--- config.mk ---
export PLATFORM = sky130hd
export DESIGN_NAME = cpu_operand_addressing
export DESIGN_NICKNAME = d
export VERILOG_FILES = /design/src/verilog/opaddr_pkg.sv /design/src/verilog/operand_resolver.sv /design/src/verilog/flag_updater.sv /design/src/verilog/cpu_operand_addressing.sv
export SDC_FILE = /design/constraint.sdc
export NUM_CORES = 1
export LEC_CHECK = 0
export ABC_AREA = 1
export ABC_CLOCK_PERIOD_IN_PS = 4050
export BUFFER_PORTS_ARGS = -buffer_cell sky130_fd_sc_hd__buf_4
export CORE_MARGIN = 2
export CORE_UTILIZATION = 40
export DETAILED_ROUTE_END_ITERATION = 10
export PLACE_DENSITY = 0.62
export SLEW_MARGIN = 20
export SYNTH_ARGS = -nofsm -noshare
export SYNTH_HDL_FRONTEND = slang
export SYNTH_HIERARCHICAL = 1
export SYNTH_SLANG_ARGS = --single-unit
export TNS_END_PERCENT = 1
--- constraint.sdc ---
create_clock -name CLK -period 4.05 [get_ports CLK]
set_input_delay 0.405 -clock CLK [delete_from_list [all_inputs] [get_ports CLK]]
set_output_delay 0.405 -clock CLK [all_outputs]
set_load 0.05 [all_outputs]
--- src/verilog/opaddr_pkg.sv ---
// Package with constants and types for the operand-addressing front end.
`default_nettype none
package opaddr_pkg;
	// ----------------------------------------------------------------
	// Address windows
	// ----------------------------------------------------------------
	localparam logic [15:0] SHORT_LO   = 16'hFE20;
	localparam logic [15:0] SHORT_HI   = 16'hFF1F;
	localparam logic [15:0] SFR_LO     = 16'hFF00;
	localparam logic [15:0] SFR_HOLE_LO = 16'hFFD0;
	localparam logic [15:0] SFR_HOLE_HI = 16'hFFDF;
	localparam logic [15:0] CALLF_BASE = 16'h0800;
	localparam logic [15:0] CALLT_BASE = 16'h0040;
	// ----------------------------------------------------------------
	// Register offsets and reset values
	// ----------------------------------------------------------------
	localparam logic [3:0] REG_CTRL    = 4'h0;
	localparam logic [3:0] REG_FIELD   = 4'h1;
	localparam logic [3:0] REG_OPLO    = 4'h2;
	localparam logic [3:0] REG_OPHI    = 4'h3;
	localparam logic [3:0] REG_PCLO    = 4'h4;
	localparam logic [3:0] REG_PCHI    = 4'h5;
	localparam logic [3:0] REG_STATUS_WORD = 4'h6;
	localparam logic [3:0] REG_FLAGCMD = 4'h7;
	localparam logic [3:0] REG_SFRW    = 4'h8;
	localparam logic [3:0] REG_ADDRLO  = 4'h9;
	localparam logic [3:0] REG_ADDRHI  = 4'hA;
	localparam logic [3:0] REG_STATUS  = 4'hB;
	localparam logic [3:0] REG_REGNUM  = 4'hC;
	localparam logic [3:0] REG_IMMLO   = 4'hD;
	localparam logic [3:0] REG_IMMHI   = 4'hE;
	localparam logic [7:0] STATUS_WORD_RESET = 8'h02;
	// Status word bit positions.
	localparam int CARRY_POS     = 0;
	localparam int BANK_LO_POS   = 3;
	localparam int AUX_CARRY_POS = 4;
	localparam int BANK_HI_POS   = 5;
	localparam int ZERO_POS      = 6;
	localparam int INT_EN_POS    = 7;
	// ----------------------------------------------------------------
	// Types
	// ----------------------------------------------------------------
	typedef enum logic [3:0] {
		MODE_REG8, MODE_REGPAIR, MODE_SHORT8, MODE_SHORT16, MODE_SFR8, MODE_SFR16,
		MODE_ABS8, MODE_ABS16, MODE_CALLF, MODE_CALLT, MODE_REL, MODE_BIT,
		MODE_IMM8, MODE_IMM16
	} mode_t;
	typedef enum logic [2:0] {
		FLAG_KEEP, FLAG_CLEAR, FLAG_SET, FLAG_RESULT, FLAG_RESTORE
	} flag_op_t;
	typedef struct packed {
		logic [15:0] addr;
		logic [4:0]  reg_num;
		logic [15:0] imm;
		logic [2:0]  bit_sel;
		logic        valid;
		logic        misaligned;
	} resolve_t;
	typedef struct packed {
		flag_op_t zero;
		flag_op_t aux_carry;
		flag_op_t carry;
	} flag_cmd_t;
endpackage : opaddr_pkg
`default_nettype wire

--- src/verilog/operand_resolver.sv ---
// Combinational resolver from operand fields to absolute numbers and addresses.
`timescale 1ns/1ps
`default_nettype none
module operand_resolver (
	input  wire opaddr_pkg::mode_t mode,
	input  wire logic [15:0]       operand,
	input  wire logic [7:0]        field,
	input  wire logic [15:0]       pc,
	input  wire logic [1:0]        bank,
	input  wire logic              sfr_word_ok,
	output opaddr_pkg::resolve_t   res
);
	function automatic logic in_range(input logic [15:0] a, input logic [15:0] lo, input logic [15:0] hi);
		in_range = (a >= lo) && (a <= hi);
	endfunction : in_range

	logic [15:0] short_addr;
	logic [15:0] sfr_addr;

	// Short and SFR forms carry only the low byte; SFR uses page FFH, short picks FEH or FFH from that byte.
	assign short_addr = (operand[7:0] >= 8'h20) ? {8'hFE, operand[7:0]} : {8'hFF, operand[7:0]};
	assign sfr_addr   = {8'hFF, operand[7:0]};

	always_comb begin
		res = '0;
		res.valid = 1'b1;
		case (mode)
			opaddr_pkg::MODE_REG8: begin
				res.reg_num = {bank, field[2:0]}; // [RULE_01] [RULE_12] [RULE_14]
			end
			opaddr_pkg::MODE_REGPAIR: begin
				res.reg_num = {bank, field[1:0], 1'b0}; // [RULE_02] [RULE_14]
			end
			opaddr_pkg::MODE_SHORT8: begin
				res.addr  = short_addr;
				res.valid = in_range(short_addr, opaddr_pkg::SHORT_LO, opaddr_pkg::SHORT_HI); // [RULE_03]
			end
			opaddr_pkg::MODE_SHORT16: begin
				res.addr       = short_addr;
				res.misaligned = short_addr[0]; // [RULE_04] [RULE_16]
				res.valid      = in_range(short_addr, opaddr_pkg::SHORT_LO, opaddr_pkg::SHORT_HI) && !short_addr[0];
			end
			opaddr_pkg::MODE_SFR8: begin
				res.addr  = sfr_addr;
				res.valid = !in_range(sfr_addr, opaddr_pkg::SFR_HOLE_LO, opaddr_pkg::SFR_HOLE_HI); // [RULE_08]
			end
			opaddr_pkg::MODE_SFR16: begin
				res.addr       = sfr_addr;
				res.misaligned = sfr_addr[0]; // [RULE_09] [RULE_16]
				res.valid      = !in_range(sfr_addr, opaddr_pkg::SFR_HOLE_LO, opaddr_pkg::SFR_HOLE_HI)
					&& !sfr_addr[0] && sfr_word_ok; // [RULE_08] [RULE_09]
			end
			opaddr_pkg::MODE_ABS8: begin
				res.addr = operand; // [RULE_05]
			end
			opaddr_pkg::MODE_ABS16: begin
				res.addr       = operand;
				res.misaligned = operand[0]; // [RULE_05] [RULE_16]
				res.valid      = !operand[0];
			end
			opaddr_pkg::MODE_CALLF: begin
				res.addr = opaddr_pkg::CALLF_BASE | {5'h00, operand[10:0]}; // [RULE_06]
			end
			opaddr_pkg::MODE_CALLT: begin
				res.addr = opaddr_pkg::CALLT_BASE | {10'h000, operand[4:0], 1'b0}; // [RULE_07]
			end
			opaddr_pkg::MODE_REL: begin
				res.addr = pc + {{8{operand[7]}}, operand[7:0]}; // [RULE_13]
			end
			opaddr_pkg::MODE_BIT: begin
				res.bit_sel = field[2:0]; // [RULE_10]
			end
			opaddr_pkg::MODE_IMM8: begin
				res.imm = {8'h00, operand[7:0]}; // [RULE_11]
			end
			opaddr_pkg::MODE_IMM16: begin
				res.imm = operand; // [RULE_11]
			end
			default: begin
				res.valid = 1'b0;
			end
		endcase
	end
endmodule : operand_resolver
`default_nettype wire

--- src/verilog/flag_updater.sv ---
// Applies per-flag update codes to the program status word.
`timescale 1ns/1ps
`default_nettype none
module flag_updater (
	input  wire logic [7:0]            status_in,
	input  wire opaddr_pkg::flag_cmd_t cmd,
	input  wire logic [2:0]            result,
	input  wire logic [2:0]            saved,
	output logic [7:0]                 status_out
);
	function automatic logic apply(input opaddr_pkg::flag_op_t op, input logic cur, input logic r, input logic s);
		case (op)
			opaddr_pkg::FLAG_CLEAR:   apply = 1'b0;
			opaddr_pkg::FLAG_SET:     apply = 1'b1;
			opaddr_pkg::FLAG_RESULT:  apply = r;
			opaddr_pkg::FLAG_RESTORE: apply = s;
			default:                  apply = cur;
		endcase
	endfunction : apply

	// Result and saved bits are ordered {zero, aux carry, carry}.
	always_comb begin
		status_out = status_in;
		status_out[opaddr_pkg::ZERO_POS]      = apply(cmd.zero, status_in[opaddr_pkg::ZERO_POS],
			result[2], saved[2]); // [RULE_15]
		status_out[opaddr_pkg::AUX_CARRY_POS] = apply(cmd.aux_carry, status_in[opaddr_pkg::AUX_CARRY_POS],
			result[1], saved[1]); // [RULE_15]
		status_out[opaddr_pkg::CARRY_POS]     = apply(cmd.carry, status_in[opaddr_pkg::CARRY_POS],
			result[0], saved[0]); // [RULE_15]
	end
endmodule : flag_updater
`default_nettype wire

--- src/verilog/cpu_operand_addressing.sv ---
// Top of the operand-addressing front end with its register port.
//
// Summary of operation
// RULE_01 - Byte registers X,A,C,B,E,D,L,H are 0..7.
// RULE_02 - Pairs, word accumulator first, are numbered 0..3.
// RULE_03 - Short byte operand lies in FE20H..FF1FH.
// RULE_04 - Short word operand same window, even only.
// RULE_05 - Absolute operand full space; words even only.
// RULE_06 - Fixed call target lies in 0800H..0FFFH.
// RULE_07 - Call table entry even within 0040H..007FH.
// RULE_08 - SFR forms never reach FFD0H..FFDFH.
// RULE_09 - Word SFR needs even, word-capable register.
// RULE_10 - Bit position is a three-bit field.
// RULE_11 - Word immediate sixteen bits, byte eight.
// RULE_12 - Four banks chosen by status word bank field.
// RULE_13 - Relative displacement signed eight bits plus PC.
// RULE_14 - A is byte accumulator, pair zero word accumulator.
// RULE_15 - Each flag: keep, clear, set, result, restore.
// RULE_16 - Odd address on aligned word access is invalid.
`timescale 1ns/1ps
`default_nettype none
module cpu_operand_addressing (
	input  wire logic       CLK,
	input  wire logic       RESET_N,
	input  wire logic [3:0] ADDR,
	input  wire logic [7:0] WDATA,
	input  wire logic       WR,
	input  wire logic       RD,
	output logic [7:0]      RDATA,
	output logic            OPERAND_VALID,
	output logic            OPERAND_MISALIGNED
);
	// ----------------------------------------------------------------
	// State
	// ----------------------------------------------------------------
	typedef struct packed {
		logic [3:0]            mode;
		logic [7:0]            field;
		logic [15:0]           operand;
		logic [15:0]           pc;
		logic [7:0]            status_word;
		logic [7:0]            saved;
		logic                  sfr_word_ok;
		opaddr_pkg::flag_cmd_t flag_cmd;
		opaddr_pkg::resolve_t  res;
		logic [7:0]            rdata;
	} state_t;

	state_t            st;
	state_t            next_st;
	logic [1:0]        rst_sync;
	logic              rst_n;
	opaddr_pkg::resolve_t res_c;
	logic [7:0]        updated_status;

	// Reset is released synchronously so all state leaves reset on one edge.
	always_ff @(posedge CLK or negedge RESET_N) begin
		if (!RESET_N) begin
			rst_sync <= 2'b00;
		end else begin
			rst_sync <= {rst_sync[0], 1'b1};
		end
	end
	assign rst_n = rst_sync[1];

	// ----------------------------------------------------------------
	// Resolution and flag datapath
	// ----------------------------------------------------------------
	operand_resolver u_resolver (
		.mode        (opaddr_pkg::mode_t'(st.mode)),
		.operand     (st.operand),
		.field       (st.field),
		.pc          (st.pc),
		.bank        ({st.status_word[opaddr_pkg::BANK_HI_POS],
			st.status_word[opaddr_pkg::BANK_LO_POS]}), // [RULE_12]
		.sfr_word_ok (st.sfr_word_ok),
		.res         (res_c)
	);

	flag_updater u_flags (
		.status_in  (st.status_word),
		.cmd        (st.flag_cmd),
		.result     (WDATA[2:0]),
		.saved      (st.saved[2:0]),
		.status_out (updated_status)
	);

	// ----------------------------------------------------------------
	// Register port
	// ----------------------------------------------------------------
	// Writing FLAGCMD applies the held update codes, with WDATA[2:0] as the {zero, aux carry, carry} result.
	always_comb begin
		next_st     = st;
		next_st.res = res_c;
		if (WR) begin
			case (ADDR)
				opaddr_pkg::REG_CTRL:    next_st.mode = WDATA[3:0];
				opaddr_pkg::REG_FIELD:   next_st.field = WDATA;
				opaddr_pkg::REG_OPLO:    next_st.operand[7:0] = WDATA;
				opaddr_pkg::REG_OPHI:    next_st.operand[15:8] = WDATA;
				opaddr_pkg::REG_PCLO:    next_st.pc[7:0] = WDATA;
				opaddr_pkg::REG_PCHI:    next_st.pc[15:8] = WDATA;
				opaddr_pkg::REG_STATUS_WORD: begin
					next_st.status_word = WDATA;
					next_st.saved       = {5'h00, WDATA[opaddr_pkg::ZERO_POS], WDATA[opaddr_pkg::AUX_CARRY_POS],
						WDATA[opaddr_pkg::CARRY_POS]};
				end
				opaddr_pkg::REG_FLAGCMD: begin
					next_st.status_word = updated_status; // [RULE_15]
				end
				opaddr_pkg::REG_SFRW:    next_st.sfr_word_ok = WDATA[0];
				default: begin
				end
			endcase
		end
		// Each update code rides in spare upper bits of CTRL, FIELD or SFRW; codes above four mean keep.
		if (WR && ADDR == opaddr_pkg::REG_CTRL) begin
			next_st.flag_cmd.zero = opaddr_pkg::flag_op_t'(WDATA[6:4] > 3'h4 ? 3'h0 : WDATA[6:4]); // [RULE_15]
		end
		if (WR && ADDR == opaddr_pkg::REG_FIELD) begin
			next_st.flag_cmd.aux_carry = opaddr_pkg::flag_op_t'(WDATA[7:5] > 3'h4 ? 3'h0 : WDATA[7:5]); // [RULE_15]
		end
		if (WR && ADDR == opaddr_pkg::REG_SFRW) begin
			next_st.flag_cmd.carry = opaddr_pkg::flag_op_t'(WDATA[7:5] > 3'h4 ? 3'h0 : WDATA[7:5]); // [RULE_15]
		end
		next_st.rdata = 8'h00;
		if (RD) begin
			case (ADDR)
				opaddr_pkg::REG_CTRL:    next_st.rdata = {1'b0, st.flag_cmd.zero, st.mode};
				opaddr_pkg::REG_FIELD:   next_st.rdata = st.field;
				opaddr_pkg::REG_OPLO:    next_st.rdata = st.operand[7:0];
				opaddr_pkg::REG_OPHI:    next_st.rdata = st.operand[15:8];
				opaddr_pkg::REG_PCLO:    next_st.rdata = st.pc[7:0];
				opaddr_pkg::REG_PCHI:    next_st.rdata = st.pc[15:8];
				opaddr_pkg::REG_STATUS_WORD: next_st.rdata = st.status_word;
				opaddr_pkg::REG_SFRW:    next_st.rdata = {st.flag_cmd.carry, 4'h0, st.sfr_word_ok};
				opaddr_pkg::REG_ADDRLO:  next_st.rdata = st.res.addr[7:0];
				opaddr_pkg::REG_ADDRHI:  next_st.rdata = st.res.addr[15:8];
				opaddr_pkg::REG_STATUS:  next_st.rdata = {3'h0, st.res.bit_sel, st.res.misaligned, st.res.valid};
				opaddr_pkg::REG_REGNUM:  next_st.rdata = {3'h0, st.res.reg_num};
				opaddr_pkg::REG_IMMLO:   next_st.rdata = st.res.imm[7:0];
				opaddr_pkg::REG_IMMHI:   next_st.rdata = st.res.imm[15:8];
				default:                 next_st.rdata = 8'h00;
			endcase
		end
	end

	always_ff @(posedge CLK or negedge rst_n) begin
		if (!rst_n) begin
			st     <= '0;
			st.status_word <= opaddr_pkg::STATUS_WORD_RESET;
		end else begin
			st <= next_st;
		end
	end

	assign RDATA              = st.rdata;
	assign OPERAND_VALID      = st.res.valid;
	assign OPERAND_MISALIGNED = st.res.misaligned;

	// ----------------------------------------------------------------
	// Assertions
	// ----------------------------------------------------------------
	AST_REG8_NUM: assert property (@(posedge CLK) disable iff (!rst_n) // [RULE_01]
		st.mode == 4'(opaddr_pkg::MODE_REG8) |-> res_c.reg_num[2:0] == st.field[2:0])
		else $error("byte register number wrong");
	AST_PAIR_NUM: assert property (@(posedge CLK) disable iff (!rst_n) // [RULE_02]
		st.mode == 4'(opaddr_pkg::MODE_REGPAIR) |-> res_c.reg_num[2:0] == {st.field[1:0], 1'b0})
		else $error("register pair number wrong");
	AST_SHORT_WIN: assert property (@(posedge CLK) disable iff (!rst_n) // [RULE_03]
		st.mode == 4'(opaddr_pkg::MODE_SHORT8) && res_c.valid |->
		res_c.addr >= 16'hFE20 && res_c.addr <= 16'hFF1F)
		else $error("short address outside window");
	AST_SHORT_EVEN: assert property (@(posedge CLK) disable iff (!rst_n) // [RULE_04]
		st.mode == 4'(opaddr_pkg::MODE_SHORT16) && res_c.valid |-> !res_c.addr[0])
		else $error("short word address odd");
	AST_ABS_ODD: assert property (@(posedge CLK) disable iff (!rst_n) // [RULE_16]
		st.mode == 4'(opaddr_pkg::MODE_ABS16) && st.operand[0] && !WR |=> OPERAND_MISALIGNED && !OPERAND_VALID)
		else $error("odd word address not flagged");
	AST_CALLF_WIN: assert property (@(posedge CLK) disable iff (!rst_n) // [RULE_06]
		st.mode == 4'(opaddr_pkg::MODE_CALLF) |-> res_c.addr >= 16'h0800 && res_c.addr <= 16'h0FFF)
		else $error("fixed call target outside region");
	AST_CALLT_WIN: assert property (@(posedge CLK) disable iff (!rst_n) // [RULE_07]
		st.mode == 4'(opaddr_pkg::MODE_CALLT) |->
		res_c.addr >= 16'h0040 && res_c.addr <= 16'h007F && !res_c.addr[0])
		else $error("call table entry wrong");
	AST_SFR_HOLE: assert property (@(posedge CLK) disable iff (!rst_n) // [RULE_08]
		(st.mode == 4'(opaddr_pkg::MODE_SFR8) || st.mode == 4'(opaddr_pkg::MODE_SFR16)) && res_c.valid |->
		!(res_c.addr >= 16'hFFD0 && res_c.addr <= 16'hFFDF))
		else $error("sfr form reached reserved range");
	AST_REL_ADD: assert property (@(posedge CLK) disable iff (!rst_n) // [RULE_13]
		st.mode == 4'(opaddr_pkg::MODE_REL) |-> res_c.addr == 16'(st.pc + {{8{st.operand[7]}}, st.operand[7:0]}))
		else $error("relative target wrong");
	AST_FLAG_SET: assert property (@(posedge CLK) disable iff (!rst_n) // [RULE_15]
		WR && ADDR == opaddr_pkg::REG_FLAGCMD && st.flag_cmd.carry == opaddr_pkg::FLAG_SET
		|=> st.status_word[opaddr_pkg::CARRY_POS])
		else $error("carry not set");
endmodule : cpu_operand_addressing
`default_nettype wire

==> metrics.txt, run 1 <==
WHS Endpoint=RDATA[5]$_DFF_PN0_; Hold Fails Final Rpt=0; worst path cell trace=ha_1, nand2_1, inv_1, nand2_1, nand2_1, a21oi_1, nand3_1, nand3_1, nand2_1; post-CTS resize count=0; Critical Path Sink Type=flip-flop; setup_tns=0 ps; clock skew=~7.7 ps; Die Height=around 130 um; relative slew slack=a little under two fifths; Root Driver=clkbuf_16; CTS Hold Bufs=1; maxcap violations=0; slowest library cell on the worst path=dfrtp_1; Data arrival, critical path=between 2000 and 2500 ps; ranking of synthesized cells by area=dfrtp_1 (44%), nand2_1 (16%), nand3_1 (8.6%); Post-synth top flop=dfrtp_1; largest net degree at the start of global routing=60; maximum vdd drop=0.324 mV; Post-Route WL=between 15000 and 20000 um; Ys Warns=6; worst-skew pair later-pin latency=between 400 and 500 ps; utilization after layout=between 40% and 50%; Worst Hold Depth=3; CP top delay family=flip-flops; status=finished, final reports clean; sw power=1380 uW; drt first pass iters=5; port buffer count=25; crit path time final=just under 2000 ps; initial antenna violation count=0; diode count=0; routability-driven placement congestion ratio=0.867; Setup Viol. Count Final=0; Max Clk Rate=around 0.5 GHz; hold path start=RD; Die Wd=around 130 um; crit-path max cell delay=680 ps; r2r endpoint=st[47]$_DFF_PN0_; worst-path fanout max=13; area grow syn2layout=14.3%; Residual DRC=0; CTS tree=yes; Worst Hold Class=in -> reg; GRT Residual Overflow=0; Reg clk slew, reported paths=roughly 60 ps; Post-synth EDFFs=0; Mapped Area=between 0.006 and 0.007 mm^2; # IOs=26; Seq pwr share=about two fifths; Detail Placement HPWL=~14000 um; Cells after Synth=902; Lkg Pwr=about 0.0040 uW; RSZ-0062 raised after global routing=false; CTS Buf Count=17; gr usage total=between 20% and 30%; FP Rows=46; WP data required=roughly 4400 ps; Seq cells post-synth=~120; syn avg cell area=7.31 um^2; r2r setup slk=between 2000 and 2500 ps; cell mode on critical path=nand2_1; sequential area share after synthesis=between 40% and 50%; clock buffer depth=2; Wirelength per Cell=16.5 um; switching part of the total power=33.3%; post-route antenna net violation count=0; DR iter-0 viols=between 500 and 600; Bufs and invs on worst path=1; synth unique cells=40; Starting Density=about two fifths; PD cells=~550 mW/mm^2; TritonCTS Sinks=117; via count=around 6000; first-pass GRT wire length=~30000 um; final cycle utilization of the critical path=between 40% and 50%; post-CTS setup buffer count=0; Int Pwr=~2800 uW; Clk pwr share=about two fifths; Worst R2R Start=st[99]$_DFFE_PN0P_; syn_nets=approximately 930; leading area contributor after synthesis=dfrtp_1; Worst-Margin Slew=about 940 ps; number of global-route vias before repair=approximately 5500; worst r2r path cells=9; DR vias/cell=5.14; core area=~0.016 mm^2; CTS H-Tree Depth=4; die area=0.0175 mm^2; kind of critical path=reg -> reg; top cell type's share of synthesized area=approximately 44%; Worst Setup Start Kind=flip-flop; combinational power share=23.0%; Final #Nets=around 950; Slew Limit Fails=0; ratio of cells with drive above 1 in the final layout=11.1%; ys async rst share=100%
[cells in the final DEF, fill, tap and decap left out, types with 2 or more instances in the layout]
cell type | Yosys | layout
o221ai_1 | 3 | 3
bufinv_16 | 0 | 4
inv_2 | 10 | 10
o21ai_0 | 51 | 51
buf_4 | 14 | 32
nor2_4 | 3 | 3
nand2_4 | 2 | 2
dfrtp_1 | 116 | 115
ha_1 | 15 | 15
nand2_1 | 277 | 277
o21ai_1 | 11 | 11
nor3_1 | 6 | 6
clkinv_4 | 0 | 2
nor2_1 | 99 | 99
nand2_2 | 4 | 4
o31ai_1 | 6 | 6
a21oi_1 | 16 | 16
a31oi_1 | 5 | 5
nand3_1 | 113 | 113
clkbuf_16 | 0 | 17
clkinv_2 | 1 | 4
inv_1 | 94 | 94
nor2_2 | 3 | 3
clkinvlp_4 | 0 | 2
o21ai_2 | 3 | 3
nand3b_1 | 2 | 2
o22ai_1 | 6 | 6
clkbuf_8 | 0 | 2
a21oi_2 | 4 | 4
inv_6 | 1 | 2
or2_2 | 4 | 4
nand4_1 | 2 | 2
[Yosys cell counts, drive strengths merged (4+ instances only)]
master	n
o21ai	65
dfrtp	116
o31ai	6
clkbuf	4
buf	31
nor2	106
o221ai	4
nand3	113
nor3	7
inv	105
a31oi	5
a21oi	20
o22ai	6
nand2	283
or2	5
ha	15
[per-layer routing]
metal / share of wire (%) / up-vias / track usage, %
li1: - / 2910 / -
met1: 46 / 2744 / 31.3
met2: 46 / 207 / 34.5
met3: 6.2 / 35 / 4.73
met4: 2.2 / 0 / 6.93
met5: 0 / - / 0
[layout make-up]
cell class	count	area [um^2]
clock buffer	20	457
clock inverter	12	176
fill	1635	8470
inverter	106	404
multi-input combinational	644	3040
sequential	117	2930
tap	216	270
timing repair buffer	33	250
[logic make-up (layout without fill, tap and decap cells)]
group	after synthesis	in the layout	synth area share, %
other cells	1	1	0.0569
xor+xnor	1	1	0.133
buf+inv	141	171	9.43
compound gates	107	107	9.32
fa+ha+maj	16	16	3.15
flops	117	117	44.4
simple gates	519	519	33.5
[worst reg2reg max path, cell delays in order (launching register included)]
cell and delay (ps):
dfrtp_1 680, ha_1 400, nand2_1 200, inv_1 60
nand2_1 60, nand2_1 40, a21oi_1 140, nand3_1 90
nand3_1 130, nand2_1 60
[stage by stage]
step	worst slack (ps)	hold WS, ps	instance area (um^2)	power (uW)	std cells
6_report	2070	208	7530	4150	1148
5_1_grt	1860	219	7530	4380	1148
4_1_cts	2070	205	7530	4150	1148
3_5_place_dp	1760	189	6890	2550	1115
3_3_place_gp	1810	188	6890	2530	1115
2_1_floorplan	551	109	6590	2270	902
[registers in the layout, indices dropped and copies added (netlist names)]
register and cells:
OPERAND_MISALIGNED 1, OPERAND_VALID 1, RDATA 8, rst_sync 2, st 105
[how the worst max path moves through the flow]
stage	from	endpoint	slack, ps	cells past startpoint
6_report	st[99]$_DFFE_PN0P_	st[47]$_DFF_PN0_	2070	9
2_1_floorplan	rst_sync[1]$_DFF_PN0_	OPERAND_MISALIGNED$_DFF_PN0_	550	0
5_1_grt	st[99]$_DFFE_PN0P_	st[47]$_DFF_PN0_	1860	9
3_3_place_gp	ADDR[3]	st[100]$_DFFE_PN0P_	1810	4
4_1_cts	st[92]$_DFFE_PN0P_	st[44]$_DFF_PN0_	2070	11
3_5_place_dp	ADDR[3]	st[102]$_DFFE_PN0P_	1760	4
[power by group through the flow]
stage | clock network [uW] | registers, uW | logic, uW
4_1_cts | 1620 | 1580 | 953
2_1_floorplan | 0 | 1550 | 726
5_1_grt | 1670 | 1610 | 1090
6_report | 1610 | 1580 | 957
3_5_place_dp | 0 | 1600 | 948
3_3_place_gp | 0 | 1600 | 935
No activity file was read; power rests on OpenSTA's default activity.
==> run 2: changes to the inputs <==
--- a/config.mk
+++ b/config.mk
@@ -6,7 +6,7 @@
 export NUM_CORES = 1
 export LEC_CHECK = 0
 export ABC_AREA = 1
-export ABC_CLOCK_PERIOD_IN_PS = 4050
+export ABC_CLOCK_PERIOD_IN_PS = 2000
 export BUFFER_PORTS_ARGS = -buffer_cell sky130_fd_sc_hd__buf_4
 export CORE_MARGIN = 2
 export CORE_UTILIZATION = 40
==> constraint.sdc (replaced) <==
create_clock -name CLK -period 2 [get_ports CLK]
set_input_delay 0.2 -clock CLK [delete_from_list [all_inputs] [get_ports CLK]]
set_output_delay 0.2 -clock CLK [all_outputs]
set_load 0.05 [all_outputs]
==> metrics.txt, run 2 (same netlist as run 1, synthesis figures left out) <==
slowest library cell on the worst path=dfrtp_1; ratio of cells with drive above 1 in the final layout=12.2%; diode count=0; CTS Buf Count=17; Bufs and invs on worst path=0; Setup Viol. Count Final=0; area grow syn2layout=15.0%; Post-Route WL=about 19000 um; worst-path fanout max=5; core area=between 0.015 and 0.02 mm^2; crit path time final=about 1800 ps; first-pass GRT wire length=a little over 30000 um; utilization after layout=47.4%; WP data required=about 2300 ps; Worst Setup Start Kind=flip-flop; Root Driver=clkbuf_16; Residual DRC=0; relative slew slack=62.1%; max reg flops=between 100 and 150; status=finished, final reports clean; setup_tns=0 ps; gr usage total=between 20 and 25%; clock buffer depth=2; RSZ-0062 raised after global routing=false; PD cells=around 1100 mW/mm^2; crit-path max cell delay=440 ps; Data arrival, critical path=between 2000 and 2500 ps; post-route antenna net violation count=0; die area=~0.018 mm^2; Worst Hold Class=in -> reg; Hold Fails Final Rpt=0; Starting Density=approximately two fifths; CTS H-Tree Depth=4; CTS tree=yes; maximum vdd drop=between 0.6 and 0.7 mV; CP top delay family=simple AND/OR/NAND/NOR gates; Wirelength per Cell=roughly 16 um; Slew Limit Fails=0; worst path cell trace=ha_1, or2_1, nand3_1, nand2_1, or2_2, nand3_1, nand2_1; FP Rows=between 40 and 50; Die Wd=132 um; kind of critical path=reg -> reg; Detail Placement HPWL=14300 um; Max Clk Rate=around 0.54 GHz; Worst-Margin Slew=566 ps; TritonCTS Sinks=about 120; post-CTS setup buffer count=0; DR vias/cell=5.10; commonest non-fill, non-tap cell in the layout=nand2_1; DR iter-0 viols=~550; clock skew=approximately 10 ps; Die Height=132 um; # IOs=26; final cycle utilization of the critical path=about 90%; via count=between 5000 and 6000; Final #Nets=between 900 and 1000; maxcap violations=0; largest net degree at the start of global routing=between 40 and 50; routability-driven placement congestion ratio=about 0.90; initial antenna violation count=0; GRT Residual Overflow=0; worst-skew pair later-pin latency=roughly 420 ps; port buffer count=25; Lkg Pwr=~0.0040 uW; fill cell count=approximately 1600; Reg clk slew, reported paths=~50 ps; Critical Path Sink Type=flip-flop; Largest Register=st; commonest non-fill, non-tap cells in the layout=nand2_1 (277), dfrtp_1 (114), nand3_1 (112); drt first pass iters=6; number of global-route vias before repair=approximately 5500
==> run 2: changes by cell type in the layout (fill, tap and decap cells not counted), moves of 2 or more <==
cell	delta
clkbuf_1	+2
buf_12	+2
buf_4	+8
ha_1	-2
ha_4	+2
clkbuf_8	-2
bufinv_16	-3
clkinvlp_4	+2
==> run 2: final cells by class <==
type | count | area, um^2 | area share (%)
timing repair buffer | 44 | 360 | 4.75
inverter | 106 | 404 | 5.33
tap | 216 | 270 | 3.56
clock buffer | 20 | 437 | 5.76
multi-input combinational | 644 | 3070 | 40.5
clock inverter | 12 | 106 | 1.40
sequential | 117 | 2930 | 38.7
==> run 2: where the power goes <==
part | internal, uW | switching [uW] | leakage (uW)
Combinational | 717 | 1330 | 0.00222
Clock | 1700 | 1120 | 0.000257
Sequential | 2790 | 410 | 0.00152
==> run 2: routing by layer <==
metal / global-route usage [%] / up-vias / wire length [um]
met5: 0 / - / 0
met4: 10.0 / 0 / 652
met3: 3.50 / 43 / 971
met2: 34.3 / 170 / 8590
met1: 32.0 / 2757 / 8890
li1: - / 2938 / -
==> run 2: timing repair <==
action | in CTS | in global routing
hold endpoints to repair | 4 | 0
hold buffers | 2 | 0
setup endpoints to repair | 0 | 2
gates resized for setup | 0 | 4
==> run 2: stage by stage <==
| step | power, uW | hold WS, ps | cell area (um^2) | instances | setup WS [ps] |
|---|---|---|---|---|---|
| floorplan | 4600 | -95.6 | 6600 | 902 | 46.9 |
| global placement | 5190 | -17.0 | 6990 | 1125 | 204 |
| detailed placement | 5210 | -16.5 | 6990 | 1125 | 200 |
| CTS | 8040 | 13.5 | 7550 | 1159 | 170 |
| global route | 8510 | 31.3 | 7580 | 1159 | 27.0 |
| finish | 8070 | 28.0 | 7580 | 1159 | 152 |
==> run 2: path summary, 6_finish.rpt <==
path | start | endpoint | slack (ps) | cells after the start
min in group asynchronous | RESET_N | rst_sync[1]$_DFF_PN0_ | 100 | 2
max in group asynchronous | rst_sync[1]$_DFF_PN0_ | st[92]$_DFFE_PN0P_ | 1080 | 1
worst max-delay path | st[94]$_DFFE_PN0P_ | st[39]$_DFF_PN0_ | 150 | 7
worst min register to register | rst_sync[1]$_DFF_PN0_ | st[72]$_DFFE_PN0P_ | 290 | 0
worst min-delay path | WDATA[6] | st[57]$_DFFE_PN0P_ | 30 | 2
worst max register to register | st[94]$_DFFE_PN0P_ | st[39]$_DFF_PN0_ | 150 | 7
